**src/dcpf_pkg.sv**
```systemverilog
// Package: constants and types for the data-cache prefetch block
package dcpf_pkg;
   localparam int          ADDR_W          = 32;
   localparam int          OPC_W           = 8;
   localparam int          DISP_W          = 7;
   localparam int          SLOT_W          = 3;
   localparam int          BLOCK_BYTES     = 64;
   localparam int          MAX_OUTSTANDING = 2;
   localparam int          CNT_W           = 2;
   localparam logic [7:0]  OPC_HALF_IDX    = 8'hD3;
   localparam logic [7:0]  OPC_WORD_IDX    = 8'hD4;
   localparam logic [7:0]  OPC_DISP        = 8'hD1;
   localparam logic [2:0]  SLOT_PREFETCH   = 3'h5;
   localparam logic [1:0]  CNT_RESET       = 2'h0;
   localparam logic [31:0] ADDR_RESET      = 32'h0000_0000;
   localparam int          DISP_SHIFT      = 2;
   localparam int          HALF_SHIFT      = 1;
   localparam int          WORD_SHIFT      = 2;

   typedef struct packed {
      logic              valid;
      logic [SLOT_W-1:0] slot;
      logic [OPC_W-1:0]  opcode;
      logic              guard_used;
      logic [31:0]       guard_val;
      logic [31:0]       base_source_register;
      logic [31:0]       index_source_register;
      logic [DISP_W-1:0] disp_mod;
   } dcpf_issue_t;

   typedef struct packed {
      logic        valid;
      logic [31:0] addr;
   } dcpf_fill_req_t;
endpackage : dcpf_pkg

```
**src/dcpf_prefetch.sv**
```systemverilog
// Prefetch unit: decodes, computes block address, filters and issues fills
// Notes on behaviour
// - Block mask is inverse of block size minus one, applied to every address.
// - Halfword-indexed prefetch uses base plus twice index, aligned, fills the block.
// - Word-indexed prefetch uses base plus four times index, aligned, fills the block.
// - Displacement prefetch adds displacement to base, aligns, fills the block.
// - Opcodes 211 halfword-indexed, 212 word-indexed, 209 displacement.
// - Indexed forms use two registers, displacement one; no destination written.
// - Accepted only in issue slot 5 of the speculative memory unit.
// - Drop prefetch when the target block already hits in the cache.
// - At most two misses outstanding; drop prefetch when two are pending. An accept and a demand miss in one cycle add only one to the count.
// - With a guard, prefetch only when its lowest bit is one.
// - Dropped prefetch has no effect, exception or stall.
module dcpf_prefetch #(
   parameter int BLOCK_BYTES = dcpf_pkg::BLOCK_BYTES,
   parameter int MAX_OUT     = dcpf_pkg::MAX_OUTSTANDING
) (
   input  wire logic                    I_CLK,
   input  wire logic                    I_RST_N,
   input  wire dcpf_pkg::dcpf_issue_t   I_ISSUE,
   input  wire logic                    I_CACHE_HIT,
   input  wire logic                    I_MISS_START,
   input  wire logic                    I_FILL_DONE,
   output logic [31:0]                  O_LOOKUP_ADDR,
   output dcpf_pkg::dcpf_fill_req_t     O_FILL_REQ,
   output logic                         O_DROPPED,
   output logic [1:0]                   O_OUTSTANDING,
   output logic                         O_STALL
);
   localparam logic [31:0] BLK_MASK = ~(32'(BLOCK_BYTES) - 32'h0000_0001);

   logic        is_half;
   logic        is_word;
   logic        is_disp;
   logic        is_pref;
   logic        guard_ok;
   logic [31:0] disp_ext;
   logic [31:0] raw_addr;
   logic [31:0] blk_addr;
   logic        full;
   logic        take;
   logic [1:0]  cnt_q;
   logic [1:0]  cnt_d;
   logic        req_q;
   logic        req_d;
   logic [31:0] addr_q;
   logic [31:0] addr_d;
   logic        drop_q;
   logic        drop_d;
   logic        pref_live;
   logic        inc;
   logic        dec;

   // Decode
   always_comb begin
      is_half = I_ISSUE.opcode == dcpf_pkg::OPC_HALF_IDX;
      is_word = I_ISSUE.opcode == dcpf_pkg::OPC_WORD_IDX;
      is_disp = I_ISSUE.opcode == dcpf_pkg::OPC_DISP;
      is_pref = I_ISSUE.valid && (I_ISSUE.slot == dcpf_pkg::SLOT_PREFETCH)
                && (is_half || is_word || is_disp);
      guard_ok = !I_ISSUE.guard_used || I_ISSUE.guard_val[0];
   end

   // Address computation
   always_comb begin
      disp_ext = {{(32 - dcpf_pkg::DISP_W - dcpf_pkg::DISP_SHIFT){I_ISSUE.disp_mod[6]}},
                  I_ISSUE.disp_mod, 2'h0};
      if (is_half) begin
         raw_addr = I_ISSUE.base_source_register
                    + (I_ISSUE.index_source_register << dcpf_pkg::HALF_SHIFT);
      end else if (is_word) begin
         raw_addr = I_ISSUE.base_source_register
                    + (I_ISSUE.index_source_register << dcpf_pkg::WORD_SHIFT);
      end else begin
         raw_addr = I_ISSUE.base_source_register + disp_ext;
      end
      blk_addr = raw_addr & BLK_MASK;
   end

   // Acceptance filter
   always_comb begin
      pref_live = is_pref && guard_ok;
      full      = cnt_q >= 2'(MAX_OUT);
      take      = pref_live && !I_CACHE_HIT && !full;
   end

   take_hit_a: assert property (@(posedge I_CLK) disable iff (!I_RST_N)
      I_CACHE_HIT |-> !take)
      else $error("hit block accepted for fill");

   take_full_a: assert property (@(posedge I_CLK) disable iff (!I_RST_N)
      full |-> !take)
      else $error("fill accepted with count at limit");

   take_live_a: assert property (@(posedge I_CLK) disable iff (!I_RST_N)
      (pref_live && !I_CACHE_HIT && !full) |-> take)
      else $error("eligible prefetch not accepted");

   // Fill request: one pulse per accepted prefetch, address held between
   always_comb begin
      req_d  = take;
      addr_d = take ? blk_addr : addr_q;
   end

   always_ff @(posedge I_CLK) begin
      if (!I_RST_N) begin
         req_q  <= 1'h0;
         addr_q <= dcpf_pkg::ADDR_RESET;
      end else begin
         req_q  <= req_d;
         addr_q <= addr_d;
      end
   end

   req_pulse_a: assert property (@(posedge I_CLK) disable iff (!I_RST_N)
      take |=> O_FILL_REQ.valid)
      else $error("accepted prefetch gave no fill request");

   req_idle_a: assert property (@(posedge I_CLK) disable iff (!I_RST_N)
      !take |=> !O_FILL_REQ.valid)
      else $error("fill request without acceptance");

   addr_hold_a: assert property (@(posedge I_CLK) disable iff (!I_RST_N)
      !take |=> $stable(O_FILL_REQ.addr))
      else $error("fill address moved without acceptance");

   // Drop flag: eligible prefetch refused by hit or full count
   always_comb begin
      drop_d = pref_live && !take;
   end

   always_ff @(posedge I_CLK) begin
      if (!I_RST_N) begin
         drop_q <= 1'h0;
      end else begin
         drop_q <= drop_d;
      end
   end

   hit_flag_a: assert property (@(posedge I_CLK) disable iff (!I_RST_N)
      (pref_live && I_CACHE_HIT) |=> O_DROPPED)
      else $error("hit prefetch not flagged as dropped");

   full_flag_a: assert property (@(posedge I_CLK) disable iff (!I_RST_N)
      (pref_live && full) |=> O_DROPPED)
      else $error("prefetch at full count not flagged as dropped");

   drop_excl_a: assert property (@(posedge I_CLK) disable iff (!I_RST_N)
      !(O_DROPPED && O_FILL_REQ.valid))
      else $error("drop and fill request together");

   // Outstanding counter: accept and demand miss share one increment
   always_comb begin
      inc   = take || I_MISS_START;
      dec   = I_FILL_DONE && (cnt_q != 2'h0);
      cnt_d = cnt_q;
      if (inc && !I_FILL_DONE && (cnt_q < 2'(MAX_OUT))) begin
         cnt_d = cnt_q + 2'h1;
      end else if (!inc && dec) begin
         cnt_d = cnt_q - 2'h1;
      end
   end

   always_ff @(posedge I_CLK) begin
      if (!I_RST_N) begin
         cnt_q <= dcpf_pkg::CNT_RESET;
      end else begin
         cnt_q <= cnt_d;
      end
   end

   cnt_up_a: assert property (@(posedge I_CLK) disable iff (!I_RST_N)
      (inc && !I_FILL_DONE && (cnt_q < 2'(MAX_OUT))) |=> O_OUTSTANDING == $past(cnt_q) + 2'h1)
      else $error("outstanding count did not rise");

   cnt_down_a: assert property (@(posedge I_CLK) disable iff (!I_RST_N)
      (!inc && dec) |=> O_OUTSTANDING == $past(cnt_q) - 2'h1)
      else $error("outstanding count did not fall");

   cnt_cancel_a: assert property (@(posedge I_CLK) disable iff (!I_RST_N)
      (take && I_FILL_DONE) |=> O_OUTSTANDING == $past(cnt_q))
      else $error("accept and fill done did not cancel");

   // Outputs
   assign O_LOOKUP_ADDR = blk_addr;
   assign O_FILL_REQ    = '{valid: req_q, addr: addr_q};
   assign O_DROPPED     = drop_q;
   assign O_OUTSTANDING = cnt_q;
   assign O_STALL       = 1'h0;

   // Checks
   req_aligned_a: assert property (@(posedge I_CLK) disable iff (!I_RST_N)
      O_FILL_REQ.valid |-> (O_FILL_REQ.addr & ~BLK_MASK) == 32'h0000_0000)
      else $error("fill address not block aligned");
   hit_drop_a: assert property (@(posedge I_CLK) disable iff (!I_RST_N)
      I_CACHE_HIT |=> !O_FILL_REQ.valid)
      else $error("fill issued on cache hit");
   full_drop_a: assert property (@(posedge I_CLK) disable iff (!I_RST_N)
      (cnt_q == 2'h2) |=> !O_FILL_REQ.valid)
      else $error("fill issued with two misses pending");
   guard_off_a: assert property (@(posedge I_CLK) disable iff (!I_RST_N)
      (I_ISSUE.guard_used && !I_ISSUE.guard_val[0]) |=> !O_FILL_REQ.valid && !O_DROPPED)
      else $error("prefetch acted with false guard");
   slot_only_a: assert property (@(posedge I_CLK) disable iff (!I_RST_N)
      (I_ISSUE.slot != dcpf_pkg::SLOT_PREFETCH) |=> !O_FILL_REQ.valid)
      else $error("prefetch taken outside slot five");
   cnt_bound_a: assert property (@(posedge I_CLK) disable iff (!I_RST_N)
      cnt_q <= 2'(MAX_OUT))
      else $error("outstanding count over limit");
   half_addr_a: assert property (@(posedge I_CLK) disable iff (!I_RST_N)
      (take && is_half) |=> O_FILL_REQ.addr == (($past(I_ISSUE.base_source_register)
         + ($past(I_ISSUE.index_source_register) << 1)) & BLK_MASK))
      else $error("halfword-indexed address wrong");
   word_addr_a: assert property (@(posedge I_CLK) disable iff (!I_RST_N)
      (take && is_word) |=> O_FILL_REQ.addr == (($past(I_ISSUE.base_source_register)
         + ($past(I_ISSUE.index_source_register) << 2)) & BLK_MASK))
      else $error("word-indexed address wrong");
   disp_addr_a: assert property (@(posedge I_CLK) disable iff (!I_RST_N)
      (take && is_disp) |=> O_FILL_REQ.addr == (($past(I_ISSUE.base_source_register)
         + $past(disp_ext)) & BLK_MASK))
      else $error("displacement address wrong");
   no_stall_a: assert property (@(posedge I_CLK) disable iff (!I_RST_N)
      O_DROPPED |-> !O_STALL)
      else $error("drop caused a stall");

   // Lookup, decode, displacement, drop, fill request, guard, counter and reset checks
   lookup_align_a: assert property (@(posedge I_CLK) disable iff (!I_RST_N)
      (O_LOOKUP_ADDR & ~BLK_MASK) == 32'h0000_0000)
      else $error("lookup address not block aligned");

   opc_other_a: assert property (@(posedge I_CLK) disable iff (!I_RST_N)
      (I_ISSUE.valid && !(is_half || is_word || is_disp)) |=> !O_FILL_REQ.valid && !O_DROPPED)
      else $error("unknown opcode acted on");

   invalid_op_a: assert property (@(posedge I_CLK) disable iff (!I_RST_N)
      !I_ISSUE.valid |=> !O_FILL_REQ.valid && !O_DROPPED)
      else $error("empty issue slot acted on");

   slot_drop_a: assert property (@(posedge I_CLK) disable iff (!I_RST_N)
      (I_ISSUE.slot != dcpf_pkg::SLOT_PREFETCH) |=> !O_DROPPED)
      else $error("drop flagged outside slot five");

   rst_clear_a: assert property (@(posedge I_CLK)
      !I_RST_N |=> O_OUTSTANDING == 2'h0 && !O_FILL_REQ.valid && !O_DROPPED)
      else $error("reset did not clear state");

   disp_step_a: assert property (@(posedge I_CLK) disable iff (!I_RST_N)
      disp_ext[1:0] == 2'h0)
      else $error("displacement not a multiple of four");

   disp_sign_a: assert property (@(posedge I_CLK) disable iff (!I_RST_N)
      disp_ext[31:8] == {24{I_ISSUE.disp_mod[6]}})
      else $error("displacement not sign extended");

   disp_max_a: assert property (@(posedge I_CLK) disable iff (!I_RST_N)
      (I_ISSUE.disp_mod == 7'h3F) |-> disp_ext == 32'h0000_00FC)
      else $error("largest displacement wrong");

   disp_min_a: assert property (@(posedge I_CLK) disable iff (!I_RST_N)
      (I_ISSUE.disp_mod == 7'h40) |-> disp_ext == 32'hFFFF_FF00)
      else $error("smallest displacement wrong");

   drop_cause_a: assert property (@(posedge I_CLK) disable iff (!I_RST_N)
      O_DROPPED |-> $past(pref_live))
      else $error("drop flagged without a live prefetch");

   req_cause_a: assert property (@(posedge I_CLK) disable iff (!I_RST_N)
      O_FILL_REQ.valid |-> !$past(I_CACHE_HIT))
      else $error("fill request follows a hit");

   req_addr_a: assert property (@(posedge I_CLK) disable iff (!I_RST_N)
      O_FILL_REQ.valid |-> O_FILL_REQ.addr == $past(O_LOOKUP_ADDR))
      else $error("fill address differs from lookup address");

   guard_on_a: assert property (@(posedge I_CLK) disable iff (!I_RST_N)
      (is_pref && I_ISSUE.guard_used && I_ISSUE.guard_val[0]) |=> O_FILL_REQ.valid || O_DROPPED)
      else $error("true guard prefetch ignored");

   no_guard_a: assert property (@(posedge I_CLK) disable iff (!I_RST_N)
      (is_pref && !I_ISSUE.guard_used) |=> O_FILL_REQ.valid || O_DROPPED)
      else $error("unguarded prefetch ignored");

   cnt_sat_a: assert property (@(posedge I_CLK) disable iff (!I_RST_N)
      (cnt_q == 2'(MAX_OUT) && I_MISS_START && !I_FILL_DONE) |=> O_OUTSTANDING == 2'(MAX_OUT))
      else $error("outstanding count left its limit");

   cnt_idle_a: assert property (@(posedge I_CLK) disable iff (!I_RST_N)
      (!inc && !I_FILL_DONE) |=> $stable(O_OUTSTANDING))
      else $error("outstanding count moved while idle");

   lookup_half_a: assert property (@(posedge I_CLK) disable iff (!I_RST_N)
      is_half |-> O_LOOKUP_ADDR == ((I_ISSUE.base_source_register
         + (I_ISSUE.index_source_register << 1)) & BLK_MASK))
      else $error("halfword-indexed lookup wrong");

   lookup_word_a: assert property (@(posedge I_CLK) disable iff (!I_RST_N)
      is_word |-> O_LOOKUP_ADDR == ((I_ISSUE.base_source_register
         + (I_ISSUE.index_source_register << 2)) & BLK_MASK))
      else $error("word-indexed lookup wrong");

   lookup_disp_a: assert property (@(posedge I_CLK) disable iff (!I_RST_N)
      is_disp |-> O_LOOKUP_ADDR == ((I_ISSUE.base_source_register + disp_ext) & BLK_MASK))
      else $error("displacement lookup wrong");

   miss_up_a: assert property (@(posedge I_CLK) disable iff (!I_RST_N)
      (I_MISS_START && !take && !I_FILL_DONE && (cnt_q < 2'(MAX_OUT)))
         |=> O_OUTSTANDING == $past(cnt_q) + 2'h1)
      else $error("demand miss not counted");
endmodule : dcpf_prefetch

```
**config.mk**
```make
export PLATFORM = sky130hd
export DESIGN_NAME = dcpf_prefetch
export DESIGN_NICKNAME = d
export VERILOG_FILES = /design/src/dcpf_pkg.sv /design/src/dcpf_prefetch.sv
export SDC_FILE = /design/constraint.sdc
export NUM_CORES = 1
export LEC_CHECK = 0
export ABC_AREA = 1
export BUFFER_PORTS_ARGS = -buffer_cell sky130_fd_sc_hd__buf_2
export CORE_MARGIN = 1.5
export CORE_UTILIZATION = 52
export CTS_CLUSTER_DIAMETER = 80
export DETAILED_ROUTE_END_ITERATION = 12
export PLACE_DENSITY = 0.89
export SYNTH_ARGS = -nofsm -noshare
export SYNTH_HDL_FRONTEND = slang
export SYNTH_SLANG_ARGS = --single-unit
```
**constraint.sdc**
```tcl
create_clock -name I_CLK -period 4.5 [get_ports I_CLK]
set_clock_uncertainty 0.15 [all_clocks]
set_input_delay 0.9 -clock I_CLK [delete_from_list [all_inputs] [get_ports I_CLK]]
set_output_delay 0.9 -clock I_CLK [all_outputs]
set_load 0.02 [all_outputs]
```
==> impl_metrics.env <==
export IMPL_cts_sinks=30
export IMPL_finish_utilization_pct=73.82
export IMPL_syn_inst=946
export IMPL_final_setup_tns_ps=-94.94
export IMPL_slew_violations=0
export IMPL_clkTransAtPathRegs_ps=60
export IMPL_fin_area_um2=7248
export IMPL_worst_setup_path_end_kind="output port"
export IMPL_slew_headroom_pct=39.63
export IMPL_worstMarginPinSlew_ps=904.6
export IMPL_mappedNetlistArea_um2=5304
export IMPL_ys_warn_count=0
export IMPL_grt_pass1_wl_um=29270
export IMPL_met1_usage_pct=44.20
export IMPL_layout_commonest_cell="nand2_1"
export IMPL_num_rows=36
export IMPL_crit_chain="buf_2 -> inv_2 -> nand2_1 -> nor2_2 -> nand2_2 -> buf_8 -> o21ai_0 -> inv_1 -> ha_4 -> a21oi_1 -> o21ai_1 -> a21oi_2 -> o21ai_0 -> a21boi_1 -> nand2_1 -> nand2_1 -> nand3_1 -> o21ai_2 -> buf_6"
export IMPL_dieArea_um2=10820
export IMPL_drt_initial_drc_count=662
export IMPL_grt_pass1_vias=6252
export IMPL_required_ps=3450
export IMPL_layout_common_cells="243 x nand2_1, 128 x buf_2, 119 x inv_1"
export IMPL_die_x_um=104.0
export IMPL_critPathTopFamily="compound AO/OA/AOI/OAI gates"
export IMPL_antenna_found_initial=1
export IMPL_regArea_um2=600.6
export IMPL_gr_max_usage_layer="met2"
export IMPL_layout_min_cycle_time_ps=4533
export IMPL_violations="setup timing"
export IMPL_fin_cells=1266
export IMPL_dieHeight_um=104.0
export IMPL_drv_cap=0
export IMPL_critPathMaxStageDelay_ps=240
export IMPL_place_ws_ps=-137.5
export IMPL_viasPerCell=5.718
export IMPL_timing_final_crit_share_pct=100.7
export IMPL_placed_area_um2=6392
export IMPL_antenna_cells=0
export IMPL_crit_start="I_ISSUE[107]"
export IMPL_setup_viol=4
export IMPL_ant_nets=0
export IMPL_synthArstFlopShare_pct=0
export IMPL_met3_usage_pct=3.634
export IMPL_io_pins=190
export IMPL_core_um2=9819
export IMPL_grt_ovfl_total=0
export IMPL_min_from="addr_q[30]$_SDFFE_PN0P_"
export IMPL_hold_viol=0
export IMPL_drc=0
export IMPL_drive_gt1_share_pct=30.27
export IMPL_cp_max_fo=19
export IMPL_worstReg2RegStart="O_OUTSTANDING[1]$_SDFFE_PN0P_"
export IMPL_wirelength_um=20100
export IMPL_synthFlopType="dfxtp_1"
export IMPL_numPortBuffers=143
export IMPL_cts_buffer_depth=2
export IMPL_clock_latency_ps=270
export IMPL_syn_to_final_growth_pct=36.66
export IMPL_p_leak_nw=3.727
export IMPL_dpl_cell_count=1248
export IMPL_start_kind="input pin"
export IMPL_synth_distinct_cells=45
export IMPL_ir_drop_mv=0.1820
export IMPL_numCtsBuffers=5
export IMPL_path_class="input pin to output port"
export IMPL_synth_edff_count=0
export IMPL_cts_max_level=2
export IMPL_nets=1313
export IMPL_detailed_place_hpwl_um=15290
export IMPL_multi_input_area_um2=4736
export IMPL_status="finished with violations"
export IMPL_worst_path_buf_inv=5
export IMPL_timing_fmax_mhz=220.6
export IMPL_crit_top_cell="nand2_1"
export IMPL_synth_seq_area_share_pct=11.32
export IMPL_syn_avg_cell_area_um2=5.607
export IMPL_arrival_ps=3480
export IMPL_crit_slowest_cell="ha_4"
export IMPL_grt_setup_unrepaired="yes"
export IMPL_drtPass1Iterations=7
export IMPL_setup_slack_ps=-33.05
export IMPL_gp_congestion=1.038
export IMPL_ctsRootBufferMaster="clkbuf_8"
export IMPL_grtUsageMet2_pct=54.54
export IMPL_synth_seq_cells=30
export IMPL_worst_r2r_setup_slack_ps=2530
export IMPL_power_density_nw_per_um2=196.6
export IMPL_hold_class="flop to flop"
export IMPL_grt_max_degree=28
export IMPL_nFillCells=810
export IMPL_cts_tree="built"
export IMPL_grt_usage_pct=32.89
export IMPL_dr_total_vias=7239
export IMPL_wire_per_inst_um=15.88
export IMPL_start_util_pct=54.01
==> through the flow <==
| stage | hold slack, ps | power, mW |
|---|---|---|
| finish | 297.8 | 1.425 |
| global placement | 280.4 | 1.036 |
| global route | 327.0 | 1.517 |
| detailed placement | 284.7 | 1.045 |
| floorplan | 376.5 | 0.7909 |
| CTS | 301.0 | 1.256 |
==> report_power, final <==
group	switching [mW]	leakage (nW)	internal, mW	total (mW)
clock network	0.0939	0.0438	0.103	0.197
registers	0.00105	0.242	0.267	0.268
logic	0.586	3.44	0.375	0.960
total	0.681	3.73	0.745	1.43
==> final timing paths <==
path                                                end  cells past startpoint
worst min-delay path            addr_q[30]$_SDFFE_PN0P_                      2
worst max-delay path                  O_LOOKUP_ADDR[24]                     19
worst min register to register  addr_q[30]$_SDFFE_PN0P_                      2
worst max register to register   addr_q[6]$_SDFFE_PN0P_                      5
==> logic make-up (layout without fill, tap and decap cells) <==
family | count (synthesis) | in the layout | synth area share, %
buffers and inverters | 154 | 329 | 12.05
adders and majority gates | 59 | 59 | 13.92
other | 1 | 13 | 0.07070
and+or+nand+nor | 474 | 474 | 37.67
DFF | 30 | 30 | 11.32
xor gates and xnor gates | 7 | 7 | 1.156
AOI/OAI and AO/OA | 216 | 216 | 22.74
muxes | 5 | 5 | 1.061
==> layout make-up <==
class | count | share of cell area, %
clock inverters | 2 | 0.1381
repair buffers | 196 | 16.47
clock buffers | 5 | 0.9494
multi-input cells | 774 | 65.34
inverters | 126 | 6.525
well taps | 133 | 2.296
flip-flops and latches | 30 | 8.286
==> timing repair <==
action / CTS / global route
pin swaps: 2 / 29
endpoints found under the hold margin: 0 / 0
hold buffers: 0 / 0
setup buffers: 0 / 11
gates resized for setup: 21 / 157
setup endpoints to repair: 11 / 24
==> worst min-delay path, stage by stage (launching register included) <==
cell and delay [ps]:
dfxtp_1 320, nand2_1 50, nand2_1 50
==> per-layer routing <==
metal,part of all wire (%),wire [um],vias to the layer above
met2,45,9134,430
li1,-,-,3497
met3,10,2096,68
met1,41,8170,3244
met4,3.5,702,0
met5,0,0,-
==> state kept, by name (all words and copies together) (netlist names) <==
signal / cells
addr_q: 26
O_OUTSTANDING: 2
O_DROPPED: 1
req_q: 1
==> synth_stat cells, types with 2 or more instances <==
| library cell | count | area [um2] |
|---|---|---|
| a31oi_1 | 3 | 18.77 |
| nor3_1 | 11 | 55.05 |
| o21ai_2 | 8 | 70.07 |
| dfxtp_1 | 30 | 600.6 |
| buf_2 | 7 | 35.03 |
| a21oi_1 | 88 | 440.4 |
| mux2_2 | 5 | 56.30 |
| a21boi_0 | 2 | 15.01 |
| nand2_2 | 9 | 56.30 |
| buf_4 | 14 | 105.1 |
| o21ai_0 | 80 | 400.4 |
| a22o_1 | 2 | 17.52 |
| and2_1 | 3 | 18.77 |
| o31ai_1 | 2 | 15.01 |
| xnor2_1 | 4 | 35.03 |
| a211oi_1 | 5 | 37.54 |
| o21bai_1 | 3 | 22.52 |
| nand3_1 | 67 | 335.3 |
| inv_1 | 121 | 454.2 |
| xor2_1 | 3 | 26.28 |
| nor4_1 | 6 | 37.54 |
| o21ai_1 | 5 | 25.02 |
| inv_2 | 4 | 15.01 |
| nand4_1 | 9 | 56.30 |
| nor2_2 | 3 | 18.77 |
| nand2_1 | 265 | 994.7 |
| clkbuf_1 | 7 | 26.28 |
| a21o_1 | 10 | 75.07 |
| o211ai_1 | 3 | 22.52 |
| nand3b_1 | 6 | 45.04 |
| nor2_1 | 89 | 334.1 |
| ha_1 | 59 | 738.2 |
(Power assumes the default switching activity.)
